$ cat src/include/backup_charger_pkg.sv
/*
 * constants and carrier types for the backup-cell charger control block.
 * assumes a single 10 MHz clock and a plain register port.
 */
package backup_charger_pkg;

    // ==========================================================
    // register map
    localparam logic [7:0] CTRL_OFFSET = 8'h1A;
    localparam logic [7:0] CTRL_RESET = 8'h00;
    localparam int VSEL_LSB = 0;
    localparam int VSEL_W = 3;
    localparam int EN_BIT = 3;
    localparam logic [7:0] CTRL_WMASK = 8'h0F;
    localparam logic [7:0] STATUS_OFFSET = 8'h1B;

    // ==========================================================
    // charge targets in millivolts, indexed by voltage select
    localparam logic [11:0] MV_0 = 12'h9C4;
    localparam logic [11:0] MV_1 = 12'hA8C;
    localparam logic [11:0] MV_2 = 12'hAF0;
    localparam logic [11:0] MV_3 = 12'hB54;
    localparam logic [11:0] MV_4 = 12'hBB8;
    localparam logic [11:0] MV_5 = 12'hC1C;
    localparam logic [11:0] MV_6 = 12'hC80;
    localparam logic [11:0] MV_7 = 12'hCE4;

    // charge currents in microamps
    localparam logic [6:0] FULL_CURRENT_UA = 7'h3C;
    localparam logic [6:0] REDUCED_CURRENT_UA = 7'h0A;

    // ==========================================================
    // power states and carriers
    typedef enum logic [1:0] {
        PWR_ON,
        PWR_SLEEP,
        PWR_STANDBY,
        PWR_OFF
    } pwr_state_t;

    typedef struct packed {
        logic [7:0] addr;
        logic [7:0] wdata;
        logic wr;
        logic rd;
    } reg_req_t;

    typedef struct packed {
        logic charge_on;
        logic reduced_current;
        logic [6:0] current_ua;
        logic [11:0] target_mv;
    } charge_cmd_t;

endpackage : backup_charger_pkg

$ cat src/rtl/charge_decode.sv
/*
 * combinational charge command decode from control bits, power state and
 * undervoltage. assumes inputs are already synchronous to clk.
 */
module charge_decode (
    input wire logic [2:0] vsel,
    input wire logic enable,
    input wire backup_charger_pkg::pwr_state_t pwr_state,
    input wire logic undervoltage,
    output backup_charger_pkg::charge_cmd_t cmd
);
    import backup_charger_pkg::*;

    // ==========================================================
    // voltage decode
    function automatic logic [11:0] target_mv(input logic [2:0] code);
        case (code)
            3'h0: target_mv = MV_0;
            3'h1: target_mv = MV_1;
            3'h2: target_mv = MV_2;
            3'h3: target_mv = MV_3;
            3'h4: target_mv = MV_4;
            3'h5: target_mv = MV_5;
            3'h6: target_mv = MV_6;
            default: target_mv = MV_7;
        endcase
    endfunction : target_mv

    always_comb begin
        cmd = '0;
        cmd.target_mv = target_mv(vsel);
        // off state and undervoltage veto the enable bit
        cmd.charge_on = enable && (pwr_state != PWR_OFF) && !undervoltage;
        case (pwr_state)
            PWR_ON: begin
                cmd.current_ua = cmd.charge_on ? FULL_CURRENT_UA : 7'h00;
            end
            PWR_SLEEP, PWR_STANDBY: begin
                cmd.reduced_current = cmd.charge_on;
                cmd.current_ua = cmd.charge_on ? REDUCED_CURRENT_UA : 7'h00;
            end
            default: begin
                cmd.current_ua = 7'h00;
            end
        endcase
    end

endmodule : charge_decode

$ cat src/rtl/backup_charger_control.sv
/*
 * backup-cell charger control and always-on supply switchover.
 * assumes power state comes from on-chip sequencing on clk; the analog
 * comparators arrive asynchronously and are synchronised here.
 */
// Strobed register access was decided locally.
// Function
// - 8-bit control at 0x1A: bits 2:0 voltage, bit 3 enable, resets zero.
// - voltage codes 000..111 map to 2.50 through 3.30 volts.
// - charger runs only while the enable bit is set.
// - on state with charging enabled commands full 60 uA current.
// - sleep or standby with charging enabled commands reduced 10 uA current.
// - off state disables charging regardless of enable bit.
// - input undervoltage stops charging in every power state.
// - input below low threshold moves always-on supply to backup pin.
// - supply returns to input only above the higher switchback threshold.
module backup_charger_control (
    input wire logic clk,
    input wire logic arst_n,
    input wire backup_charger_pkg::reg_req_t req,
    output logic [7:0] rdata,
    input wire backup_charger_pkg::pwr_state_t pwr_state,
    input wire logic input_undervoltage_flag,
    input wire logic below_switchover_low_threshold,
    input wire logic above_switchback_high_threshold,
    output backup_charger_pkg::charge_cmd_t charge_cmd,
    output logic supply_from_backup_cell_pin
);
    import backup_charger_pkg::*;

    // ==========================================================
    // reset release
    logic rst_s1_ff;
    logic rst_n_ff;
    always_ff @(posedge clk or negedge arst_n) begin
        if (!arst_n) begin
            rst_s1_ff <= 1'b0;
            rst_n_ff <= 1'b0;
        end else begin
            rst_s1_ff <= 1'b1;
            rst_n_ff <= rst_s1_ff;
        end
    end

    // ==========================================================
    // comparator synchronisers
    logic [2:0] sync1_ff;
    logic [2:0] sync2_ff;
    always_ff @(posedge clk or negedge rst_n_ff) begin
        if (!rst_n_ff) begin
            sync1_ff <= 3'h0;
            sync2_ff <= 3'h0;
        end else begin
            sync1_ff <= {above_switchback_high_threshold, below_switchover_low_threshold,
                         input_undervoltage_flag};
            sync2_ff <= sync1_ff;
        end
    end
    logic uv_s;
    logic low_s;
    logic high_s;
    assign uv_s = sync2_ff[0];
    assign low_s = sync2_ff[1];
    assign high_s = sync2_ff[2];

    // ==========================================================
    // control register and read port
    logic [7:0] backup_charger_control_ff;
    logic [7:0] nxt_backup_charger_control;
    logic [7:0] rdata_ff;
    logic [7:0] nxt_rdata;
    logic supply_ff;
    charge_cmd_t charge_cmd_ff;
    always_comb begin
        nxt_backup_charger_control = backup_charger_control_ff;
        if (req.wr && req.addr == CTRL_OFFSET) begin
            nxt_backup_charger_control = req.wdata & CTRL_WMASK;
        end
        nxt_rdata = 8'h00;
        if (req.rd) begin
            case (req.addr)
                CTRL_OFFSET: nxt_rdata = backup_charger_control_ff & CTRL_WMASK;
                STATUS_OFFSET: nxt_rdata = {5'h00, supply_ff, charge_cmd_ff.reduced_current,
                                            charge_cmd_ff.charge_on};
                default: nxt_rdata = 8'h00;
            endcase
        end
    end
    always_ff @(posedge clk or negedge rst_n_ff) begin
        if (!rst_n_ff) begin
            backup_charger_control_ff <= CTRL_RESET;
            rdata_ff <= 8'h00;
        end else begin
            backup_charger_control_ff <= nxt_backup_charger_control;
            rdata_ff <= nxt_rdata;
        end
    end
    assign rdata = rdata_ff;

    // ==========================================================
    // charge command; registered so outputs come from flops
    charge_cmd_t cmd_comb;
    charge_cmd_t nxt_charge_cmd;
    charge_decode u_decode (
        .vsel(backup_charger_control_ff[VSEL_LSB +: VSEL_W]),
        .enable(backup_charger_control_ff[EN_BIT]),
        .pwr_state(pwr_state),
        .undervoltage(uv_s),
        .cmd(cmd_comb)
    );
    always_comb begin
        nxt_charge_cmd = cmd_comb;
    end
    always_ff @(posedge clk or negedge rst_n_ff) begin
        if (!rst_n_ff) begin
            charge_cmd_ff <= '0;
        end else begin
            charge_cmd_ff <= nxt_charge_cmd;
        end
    end
    assign charge_cmd = charge_cmd_ff;

    // ==========================================================
    // supply switchover with hysteresis; starts on the input supply
    logic nxt_supply;
    // low wins when both comparators read high, so a noisy input falls back to the cell
    always_comb begin
        nxt_supply = supply_ff;
        if (low_s) begin
            nxt_supply = 1'b1;
        end else if (high_s) begin
            nxt_supply = 1'b0;
        end
    end
    always_ff @(posedge clk or negedge rst_n_ff) begin
        if (!rst_n_ff) begin
            supply_ff <= 1'b0;
        end else begin
            supply_ff <= nxt_supply;
        end
    end
    assign supply_from_backup_cell_pin = supply_ff;

    // ==========================================================
    // checks
    a_upper_bits_zero: assert property (@(posedge clk) disable iff (!rst_n_ff)
        req.rd && req.addr == CTRL_OFFSET |=> rdata[7:4] == 4'h0)
        else $error("upper control bits read nonzero");
    a_write_stores: assert property (@(posedge clk) disable iff (!rst_n_ff)
        req.wr && req.addr == CTRL_OFFSET |=> backup_charger_control_ff == (
        $past(req.wdata) & CTRL_WMASK))
        else $error("control write not stored");
    a_enable_gates: assert property (@(posedge clk) disable iff (!rst_n_ff)
        !backup_charger_control_ff[EN_BIT] |=> !charge_cmd.charge_on)
        else $error("charging without enable");
    a_full_current: assert property (@(posedge clk) disable iff (!rst_n_ff)
        backup_charger_control_ff[EN_BIT] && pwr_state == PWR_ON && !uv_s
        |=> charge_cmd.current_ua == FULL_CURRENT_UA)
        else $error("full current missing in on state");
    a_reduced_current: assert property (@(posedge clk) disable iff (!rst_n_ff)
        backup_charger_control_ff[EN_BIT] && pwr_state inside {PWR_SLEEP, PWR_STANDBY} && !uv_s
        |=> charge_cmd.current_ua == REDUCED_CURRENT_UA)
        else $error("reduced current missing");
    a_off_blocks: assert property (@(posedge clk) disable iff (!rst_n_ff)
        pwr_state == PWR_OFF |=> !charge_cmd.charge_on && charge_cmd.current_ua == 7'h00)
        else $error("charging in off state");
    a_uv_blocks: assert property (@(posedge clk) disable iff (!rst_n_ff)
        uv_s |=> !charge_cmd.charge_on)
        else $error("charging under undervoltage");
    a_switch_over: assert property (@(posedge clk) disable iff (!rst_n_ff)
        low_s |=> supply_from_backup_cell_pin)
        else $error("no switchover below low threshold");
    a_switch_hold: assert property (@(posedge clk) disable iff (!rst_n_ff)
        supply_from_backup_cell_pin && !high_s |=> supply_from_backup_cell_pin)
        else $error("switched back without high threshold");
    a_target_top: assert property (@(posedge clk) disable iff (!rst_n_ff)
        backup_charger_control_ff[2:0] == 3'h7 |=> charge_cmd.target_mv == MV_7)
        else $error("target decode wrong");
    a_target_low: assert property (@(posedge clk) disable iff (!rst_n_ff)
        backup_charger_control_ff[VSEL_LSB +: VSEL_W] == 3'h0
        |=> charge_cmd.target_mv == MV_0)
        else $error("target decode wrong for lowest code");
    a_sleep_flag: assert property (@(posedge clk) disable iff (!rst_n_ff)
        backup_charger_control_ff[EN_BIT] && pwr_state inside {PWR_SLEEP, PWR_STANDBY} && !uv_s
        |=> charge_cmd.reduced_current)
        else $error("reduced current flag missing");
    a_idle_no_current: assert property (@(posedge clk) disable iff (!rst_n_ff)
        !charge_cmd.charge_on |-> charge_cmd.current_ua == 7'h00)
        else $error("current commanded while charger off");
    a_switch_back: assert property (@(posedge clk) disable iff (!rst_n_ff)
        !low_s && high_s |=> !supply_from_backup_cell_pin)
        else $error("no switchback above high threshold");
    // read data drops to zero so a stale byte never looks like a fresh read
    a_rdata_idle: assert property (@(posedge clk) disable iff (!rst_n_ff)
        !req.rd |=> rdata == 8'h00)
        else $error("read data without a read");
    a_unmapped_read: assert property (@(posedge clk) disable iff (!rst_n_ff)
        req.rd && req.addr != CTRL_OFFSET && req.addr != STATUS_OFFSET
        |=> rdata == 8'h00)
        else $error("unmapped read returned data");
    a_ctrl_hold: assert property (@(posedge clk) disable iff (!rst_n_ff)
        !(req.wr && req.addr == CTRL_OFFSET) |=> $stable(backup_charger_control_ff))
        else $error("control changed without a write");
    a_status_read: assert property (@(posedge clk) disable iff (!rst_n_ff)
        req.rd && req.addr == STATUS_OFFSET |=> rdata == {5'h00,
        $past(supply_from_backup_cell_pin), $past(charge_cmd.reduced_current),
        $past(charge_cmd.charge_on)})
        else $error("status read wrong");

    // ==========================================================
    // cover points
    c_charge_on: cover property (@(posedge clk) disable iff (!rst_n_ff) charge_cmd.charge_on);
    c_reduced: cover property (@(posedge clk) disable iff (!rst_n_ff)
        charge_cmd.reduced_current);
    c_switch: cover property (@(posedge clk) disable iff (!rst_n_ff)
        $fell(supply_from_backup_cell_pin));
    c_status_read: cover property (@(posedge clk) disable iff (!rst_n_ff)
        req.rd && req.addr == STATUS_OFFSET);
    c_off_enabled: cover property (@(posedge clk) disable iff (!rst_n_ff)
        backup_charger_control_ff[EN_BIT] && pwr_state == PWR_OFF);

endmodule : backup_charger_control

$ cat config.mk
export PLATFORM = sky130hd
export DESIGN_NAME = backup_charger_control
export DESIGN_NICKNAME = d
export VERILOG_FILES = /design/src/include/backup_charger_pkg.sv /design/src/rtl/charge_decode.sv /design/src/rtl/backup_charger_control.sv
export SDC_FILE = /design/constraint.sdc
export NUM_CORES = 1
export LEC_CHECK = 0
export BUFFER_PORTS_ARGS = -buffer_cell sky130_fd_sc_hd__buf_2
export CORE_MARGIN = 5
export CORE_UTILIZATION = 43
export DETAILED_ROUTE_END_ITERATION = 6
export PLACE_DENSITY = 0.85
export SYNTH_ARGS = -nofsm -noshare
export SYNTH_HDL_FRONTEND = slang
export SYNTH_HIERARCHICAL = 1
export SYNTH_SLANG_ARGS = --single-unit
$ cat constraint.sdc
create_clock -name clk -period 1 [get_ports clk]
set_input_delay 0.05 -clock clk [delete_from_list [all_inputs] [get_ports clk]]
set_output_delay 0.05 -clock clk [all_outputs]
set_load 0.1 [all_outputs]
==> out/metrics.csv, run 1 <==
metric,value,unit
outcome,"complete, but fails checks",
violations,negative setup slack,
yosysTopAreaCellShare,0.650,
grt_start_max_net_pins,23,
pwr-share-comb,0.263,
die_w,68.3,um
yosysTopAreaCell,dfrtp_1,
cts_sinks,38,
finalPower,3.39,mW
start_kind,flop,
cp.arrival,1.29,ns
ir_drop,0.953,mV
hold-worst-slack,0.0574,ns
routabilityCongestion,0.654,
period_share,1.01,
ios,55,
drt_iter0_drc,32,
finalSetupViolCount,2,
switchingPower,1.12,mW
synthCells,107,
cts_buffers,5,
wl_per_cell,15.1,um
final.setup_skew,0.00589,ns
syn_area_per_cell,13.7,sq um
synthesis.area,0.00146,sq mm
h-tree-depth,2,
dr.pass1.iters,4,
layout.nets,205,
die_h,68.3,um
setup_ws,-0.00890,ns
rows,21,
maxCapViolCount,0,
cp_max_fo,5,
end_kind,flop,
crit_type,reg2reg,
yosysSeqAreaShare,0.650,
hold_viol,0,
antenna_left,0,
fmax,991,MHz
clk_pin_slew_worst_paths,0.11,ns
vias,997,
cts_max_path_buffers,2,
yosys_register_bits,38,
ys_warn_count,6,
die-area,0.00467,sq mm
grt_pass1_wl,5060,um
hpwl,2350,um
drive_above_1_share,0.503,
grt-ovfl-total,0,
portBuffers,46,
clk_latency,0.34,ns
hold_class,in2reg,
slew_viol_final,0,
grt_pass1_vias,1069,
grt_use_total,0.156,
drc,0,
cp.required,1.28,ns
antennaDiodeCount,0,
p_clk_frac,0.243,
synth_area_leaders,"dfrtp_1, buf_4, ha_1",
syn_to_final_growth,62.4,%
period_minus_slack,1.01,ns
coreArea,0.00331,sq mm
rsz0062_at_grt,true,
p_int,2.27,mW
vias_per_cell,4.47,
root_buffer,clkbuf_4,
start_util,0.442,
antenna_found_initial,0,
routed_wl,3370,um
switching_share,0.330,
ys_types,26,
power_density,1430,mW/mm^2
leakagePower,1.13,nW
cts_tree,yes,
fillers,229,
seqPwrFrac,0.494,
-- per-stage QoR --
stage                     instance area, sq um  TNS [ns]  utilization  cells  setup slack (ns)
after floorplan                           1490    -0.278            -    113           -0.0695
after global placement                    2130    -0.729        0.642    200            -0.183
after detailed placement                  2130    -0.996        0.642    200            -0.252
after CTS                                 2350   -0.0485        0.709    221           -0.0218
after global routing                      2380    -0.606        0.718    223           -0.0459
final                                     2380   -0.0143        0.718    223          -0.00890
-- flip-flops by register name, indices dropped and copies added, names as in the netlist --
name	cells
charge_cmd	21
backup_charger_control_ff	4
rdata	4
sync1_ff	3
sync2_ff	3
rst_n_ff	1
rst_s1_ff	1
supply_from_backup_cell_pin	1
-- layout by cell type (no fill, tap or decap), drive strengths merged, types with 5 or more instances in the layout --
cell and n:
conb 10, buf 58, dlygate4sd3 12, nor2 8, inv 5, nand2 6
dfrtp 38, clkbuf 6
-- critical path: stages (launching register included) --
cell	delay [ns]
dfrtp_2	0.47
buf_4	0.18
nor2_2	0.12
nor2_1	0.08
nor2_1	0.11
-- path summary, 6_finish.rpt --
| kind | startpoint | end | slack [ns] | cells after the start |
|---|---|---|---|---|
| worst max-delay path | backup_charger_control_ff[1] | charge_cmd[9] | -0.009 | 4 |
| worst min-delay path | req[11] | rdata[0] | 0.06 | 3 |
| worst max register to register | backup_charger_control_ff[1] | charge_cmd[9] | -0.009 | 4 |
| worst min register to register | rst_n_ff | charge_cmd[8] | 0.20 | 1 |
| max in group asynchronous | arst_n | rst_n_ff | 0.33 | 3 |
| min in group asynchronous | rst_n_ff | charge_cmd[8] | 0.20 | 1 |
-- layer usage --
| layer | global-route usage | part of all wire | vias up |
|---|---|---|---|
| met5 | 0 | 0 | - |
| met4 | 0.0968 | 0.040 | 0 |
| met3 | 0.0509 | 0.049 | 12 |
| met2 | 0.291 | 0.62 | 36 |
| met1 | 0.143 | 0.29 | 494 |
| li1 | - | - | 455 |
-- power by group through the flow --
stage | clock [mW] | sequential [mW] | combinational [mW]
6_report | 0.823 | 1.68 | 0.892
5_1_grt | 0.912 | 1.69 | 0.923
4_1_cts | 0.852 | 1.67 | 0.879
3_5_place_dp | 0 | 1.70 | 0.829
3_3_place_gp | 0 | 1.70 | 0.808
2_1_floorplan | 0 | 2.03 | 0.192
-- layout make-up --
cell class,count,area [sq um],area share
Tap cell,46,57.6,0.0242
Clock buffer,6,51.3,0.0216
Clock inverter,2,12.5,0.00527
Inverter,5,21.3,0.00895
Multi-Input combinational cell,56,435,0.183
Sequential cell,38,960,0.404
Timing Repair Buffer,70,838,0.353
-- Yosys cell counts --
| cell | number |
|---|---|
| nor2b_4 | 1 |
| mux2_2 | 4 |
| buf_6 | 1 |
| a21o_1 | 2 |
| o21a_1 | 1 |
| nand2_1 | 6 |
| nor3_1 | 1 |
| nor2b_1 | 1 |
| mux2i_1 | 4 |
| ha_1 | 4 |
| buf_4 | 13 |
| nor2_1 | 8 |
| nand4b_1 | 1 |
| nand2b_1 | 1 |
| o21ai_0 | 2 |
| and2_1 | 3 |
| dfrtp_1 | 38 |
| xor2_2 | 1 |
| conb_1 | 4 |
| nand4_1 | 1 |
| a21oi_2 | 1 |
| nor3b_2 | 1 |
| inv_1 | 5 |
| and3b_1 | 1 |
| nor4b_4 | 1 |
| and4b_4 | 1 |
-- cells by family (layout without fill, tap and decap cells) --
kind of cell | after synthesis | in the layout | share of synthesized area
other | 4 | 10 | 0.0103
and+or+nand+nor | 27 | 27 | 0.121
DFF | 38 | 38 | 0.650
adders and majority gates | 4 | 4 | 0.0342
muxes | 8 | 8 | 0.0582
xor gates and xnor gates | 1 | 1 | 0.0111
buffers and inverters | 19 | 83 | 0.0873
AOI/OAI and AO/OA | 6 | 6 | 0.0282
-- what timing repair did --
action	CTS	global route
hold buffers	12	0
gates resized for setup	7	7
buffers inserted	1	2
setup endpoints to repair	15	33
endpoints found under the hold margin	10	0
pin swaps	0	2
(Power assumes the default switching activity.)
==> run 2: changes to the inputs <==
ABC_AREA = 0   (was default)
CORE_UTILIZATION = 46   (was 43)
PLACE_DENSITY = 0.89   (was 0.85)
SYNTH_HIERARCHICAL = default   (was 1)
clock period = 1.1 ns   (was 1 ns; I/O delays follow)
==> out/metrics.csv, run 2 <==
metric,value,unit
ir_drop,1.22,mV
period_share,0.990,
h-tree-depth,2,
synthFlopType,dfrtp_1,
drc,0,
r2r_slack,0.08,ns
cts_tree,yes,
multi_input_area,394,sq um
final_common_cell,dfrtp_1,
maxCapViolCount,0,
coreArea,0.00271,sq mm
critPathBufInv,1,
ys_types,27,
crit_type,reg2out,
portBuffers,42,
startpoint,charge_cmd[16],
yosysTopAreaCell,dfrtp_1,
r2r-start,backup_charger_control_ff[2],
cp.arrival,1.03,ns
synthesis.area,0.00127,sq mm
outcome,finished clean,
leakagePower,1.00,nW
rows,19,
die_w,62.6,um
drt_iter0_drc,11,
vias_per_cell,4.68,
period_minus_slack,1.09,ns
postLayoutCellArea,0.00204,sq mm
cts_max_path_buffers,2,
clk_latency,0.32,ns
critPathSlowestCell,dfrtp_4,
crit_cells,1,
power_density,1380,mW/mm^2
hold_class,in2async,
slew_viol_final,0,
hold_viol,0,
grt_start_max_net_pins,30,
start_kind,flop,
synth_area_leaders,"dfrtp_1, buf_4, ha_1",
routed_wl,2540,um
grt_pass1_wl,4510,um
synth-compound-area-share,0.0314,
path_cells,buf_12,
worstSetupEndpoint,charge_cmd[14],
die-area,0.00392,sq mm
yosysTopAreaCellShare,0.628,
hold-worst-slack,0.0370,ns
start_util,0.470,
antennaDiodeCount,0,
async_reset_ff_frac,1.00,
grt-ovfl-total,0,
wl_per_cell,13.1,um
muxShareOfSynthArea,0.0589,
max_stage_delay,0.53,ns
fmax,918,MHz
cts_buffers,5,
antenna_left,0,
finalSetupViolCount,0,
synth_commonest_cells,"dfrtp_1, buf_4, nor2_1",
fillers,190,
timing.rr.end,charge_cmd[2],
hpwl,1980,um
final.setup_skew,0.00719,ns
mostFrequentLayoutCells,"dfrtp_1, buf_12, buf_2, dlygate4sd3_1",
dr.pass1.iters,4,
ios,55,
vias,908,
synth.most_common_cell,dfrtp_1,
yosys.area_share.xor_xnor,0.0137,
synth_fa_ha_area_frac,0.0491,
layout.nets,192,
cts_sinks,32,
clk_pin_slew_worst_paths,0.09,ns
grt_use_total,0.145,
dpl_cell_area,0.00185,sq mm
ys_warn_count,0,
drive_above_1_share,0.411,
cp.required,1.04,ns
yosys_register_bits,32,
routabilityCongestion,0.736,
synth_edf_count,0,
rsz0062_at_grt,true,
synth-simple-area-share,0.127,
cp_max_fo,3,
root_buffer,clkbuf_4,
syn_to_final_growth,59.9,%
end_kind,primary output,
antenna_found_initial,0,
regArea,811,sq um
grt_pass1_vias,1003,
syn_area_per_cell,12.6,sq um
die_h,62.6,um
yosysSeqAreaShare,0.628,
synthCells,101,
largest_reg_flops,15,
cp_top_family,flip-flops,
synth_top_family_by_area,simple AND/OR/NAND/NOR gates,
worst_r2r_path_depth,3,
==> run 2: area by class of cell <==
class | count | area share
clock buffers | 6 | 0.0203
clock inverters | 2 | 0.0172
flip-flops and latches | 32 | 0.398
multi-input cells | 58 | 0.193
inverters | 6 | 0.0110
repair buffers | 59 | 0.341
well taps | 31 | 0.0190
==> run 2: kinds of logic (layout without fill, tap and decap cells) <==
logic type / Yosys count / after routing
flops: 32 / 32
simple gates: 27 / 27
buf+inv: 19 / 73
compound gates: 7 / 7
mux: 7 / 7
fa+ha+maj: 5 / 5
other cells: 2 / 10
xor+xnor: 2 / 2
==> run 2: how the worst min path moves through the flow <==
stage / cells past startpoint / slack, ns / end / from
floorplan: 0 / -0.24 / rst_n_ff / arst_n
global placement: 1 / -0.16 / rst_n_ff / arst_n
detailed placement: 1 / -0.16 / rst_s1_ff / arst_n
CTS: 2 / 0.01 / rst_n_ff / arst_n
global route: 2 / 0.04 / rst_s1_ff / arst_n
finish: 2 / 0.04 / rst_s1_ff / arst_n
==> run 2: through the flow <==
step           utilization  setup WS, ns  TNS [ns]  power [mW]  std cells
6_report             0.752        0.0110         0        2.82        194
5_1_grt              0.752       -0.0300   -0.0885        2.93        194
4_1_cts              0.751      -0.00293  -0.00841        2.85        194
3_5_place_dp         0.681        -0.134    -0.493        1.96        175
3_3_place_gp         0.681       -0.0932    -0.372        1.94        175
2_1_floorplan            -       0.00786         0        1.74        109
==> run 2: what timing repair did <==
| item | 4_1_cts | 5_1_grt |
|---|---|---|
| endpoints found under the setup margin | 4 | 5 |
| hold buffers | 11 | 0 |
| cloned | 0 | 0 |
| hold endpoints to repair | 10 | 0 |
| resized for setup | 1 | 2 |
| setup buffers | 0 | 0 |
==> run 2: metal layers <==
metal  global-route usage  wire length [um]  vias up  share of wire
li1                     -                 -      431              -
met3               0.0647               204        9          0.080
met5                    0                 0        -              0
met2                0.260              1420       39           0.56
met1                0.136               820      429           0.32
met4               0.0743                89        0          0.035
==> run 2: where the power goes <==
part           switching, mW  internal (mW)
Clock                  0.373          0.476
Sequential            0.0455           1.23
Combinational          0.466          0.228
==> run 3: changes to the inputs <==
CORE_UTILIZATION = 48   (was 46)
CTS_BUF_LIST = sky130_fd_sc_hd__clkbuf_4 sky130_fd_sc_hd__clkbuf_8   (was default)
PLACE_DENSITY = 0.92   (was 0.89)
==> out/metrics.csv, run 3 (synthesis gave the netlist of run 2 again) <==
metric,value,unit
grt-ovfl-total,0,
critPathBufInv,1,
finalPower,2.71,mW
largest_reg_flops,15,
path_cells,buf_12,
ios,55,
post-place-ws,-0.147,ns
clk_latency,0.32,ns
mostFrequentLayoutCells,"dfrtp_1, buf_12, buf_2, dlygate4sd3_1",
p_int,1.82,mW
cp_max_fo,3,
r2r_slack,0.03,ns
switching_share,0.329,
regArea,811,sq um
cp.required,1.04,ns
routabilityCongestion,0.812,
switchingPower,0.889,mW
die_w,61.5,um
antenna_found_initial,0,
routed_wl,3130,um
power_density,1340,mW/mm^2
clk_pin_slew_worst_paths,0.09,ns
cp_top_family,flip-flops,
p_clk_frac,0.270,
period_minus_slack,1.10,ns
cts_tree,yes,
grt_use_met2,0.351,
grt_pass1_wl,4930,um
root_buffer,clkbuf_4,
period_share,0.999,
ir_drop,1.04,mV
vias,950,
rows,18,
grt_use_total,0.190,
fin_setup_tns,0,ns
fmax,910,MHz
grt-busiest-layer,met2,
rsz0062_at_grt,true,
setup_ws,0.000948,ns
start_util,0.510,
cts_buffers,5,
end_kind,primary output,
crit_type,reg2out,
cp.arrival,1.04,ns
leakagePower,0.993,nW
final_common_cell,dfrtp_1,
hold_viol,0,
fillers,129,
drt_iter0_drc,23,
grt_pass1_vias,1008,
portBuffers,42,
syn_to_final_growth,58.3,%
hold_class,in2async,
cts_max_path_buffers,2,
vias_per_cell,4.92,
h-tree-depth,2,
wl_per_cell,16.2,um
max_stage_delay,0.53,ns
finalSetupViolCount,0,
outcome,finished clean,
cts_sinks,32,
final.setup_skew,0.00606,ns
seqPwrFrac,0.473,
pwr-share-comb,0.257,
gr-usage-met1,0.191,
slew_viol_final,0,
coreArea,0.00250,sq mm
die-area,0.00379,sq mm
antenna_left,0,
multi_input_area,398,sq um
antennaDiodeCount,0,
layout.nets,192,
start_kind,flop,
hpwl,2200,um
grt.met3_usage,0.0545,
maxCapViolCount,0,
drc,0,
critPathSlowestCell,dfrtp_4,
drive_above_1_share,0.423,
die_h,61.5,um
dr.pass1.iters,4,
grt_start_max_net_pins,26,
==> run 3: cell count changes in the layout (fill, tap and decap cells not counted), sizes merged <==
cell,change
bufinv,-1
clkbuf,+2
clkinv,-1
==> run 3: power groups by stage <==
stage	clock (mW)	combinational [mW]	sequential, mW
final	0.731	0.694	1.28
after global routing	0.802	0.722	1.29
after CTS	0.746	0.686	1.28
after detailed placement	0	0.652	1.30
after global placement	0	0.634	1.30
after floorplan	0	0.222	1.52
==> run 3: routing by layer <==
layer	wire, um	vias up	part of all wire
met1	1030	471	0.33
met3	184	11	0.059
met2	1790	41	0.57
met5	0	-	0
li1	-	427	-
met4	126	0	0.040
==> run 3: path summary, 6_finish.rpt <==
check / from / to / depth (start not counted)
worst min-delay path: arst_n / rst_n_ff / 2
worst min register to register: rst_n_ff / charge_cmd[16] / 0
min in group clk: pwr_state[1] / charge_cmd[13] / 3
worst max register to register: backup_charger_control_ff[1] / charge_cmd[3] / 4
max in group asynchronous: rst_n_ff / charge_cmd[19] / 1
worst max-delay path: charge_cmd[16] / charge_cmd[17] / 1
==> run 3: layout make-up <==
type                            count  share of cell area
Clock buffer                        8              0.0329
Inverter                            6              0.0112
Multi-Input combinational cell     58               0.197
Sequential cell                    32               0.402
Tap cell                           30              0.0186
Timing Repair Buffer               59               0.338
==> run 3: metrics by stage <==
step           cells   util  area (sq um)  hold WS (ns)
2_1_floorplan    109      -          1310        -0.241
3_3_place_gp     173  0.729          1820        -0.160
3_5_place_dp     173  0.729          1820        -0.158
4_1_cts          192  0.802          2000        0.0224
5_1_grt          193  0.807          2020        0.0533
6_report         193  0.807          2020        0.0487
==> run 3: timing repair <==
action                     CTS  global route
buffers inserted             0             1
setup endpoints to repair    5             6
hold buffers                11             0
gates resized for setup      2             3
hold endpoints to repair    10             0
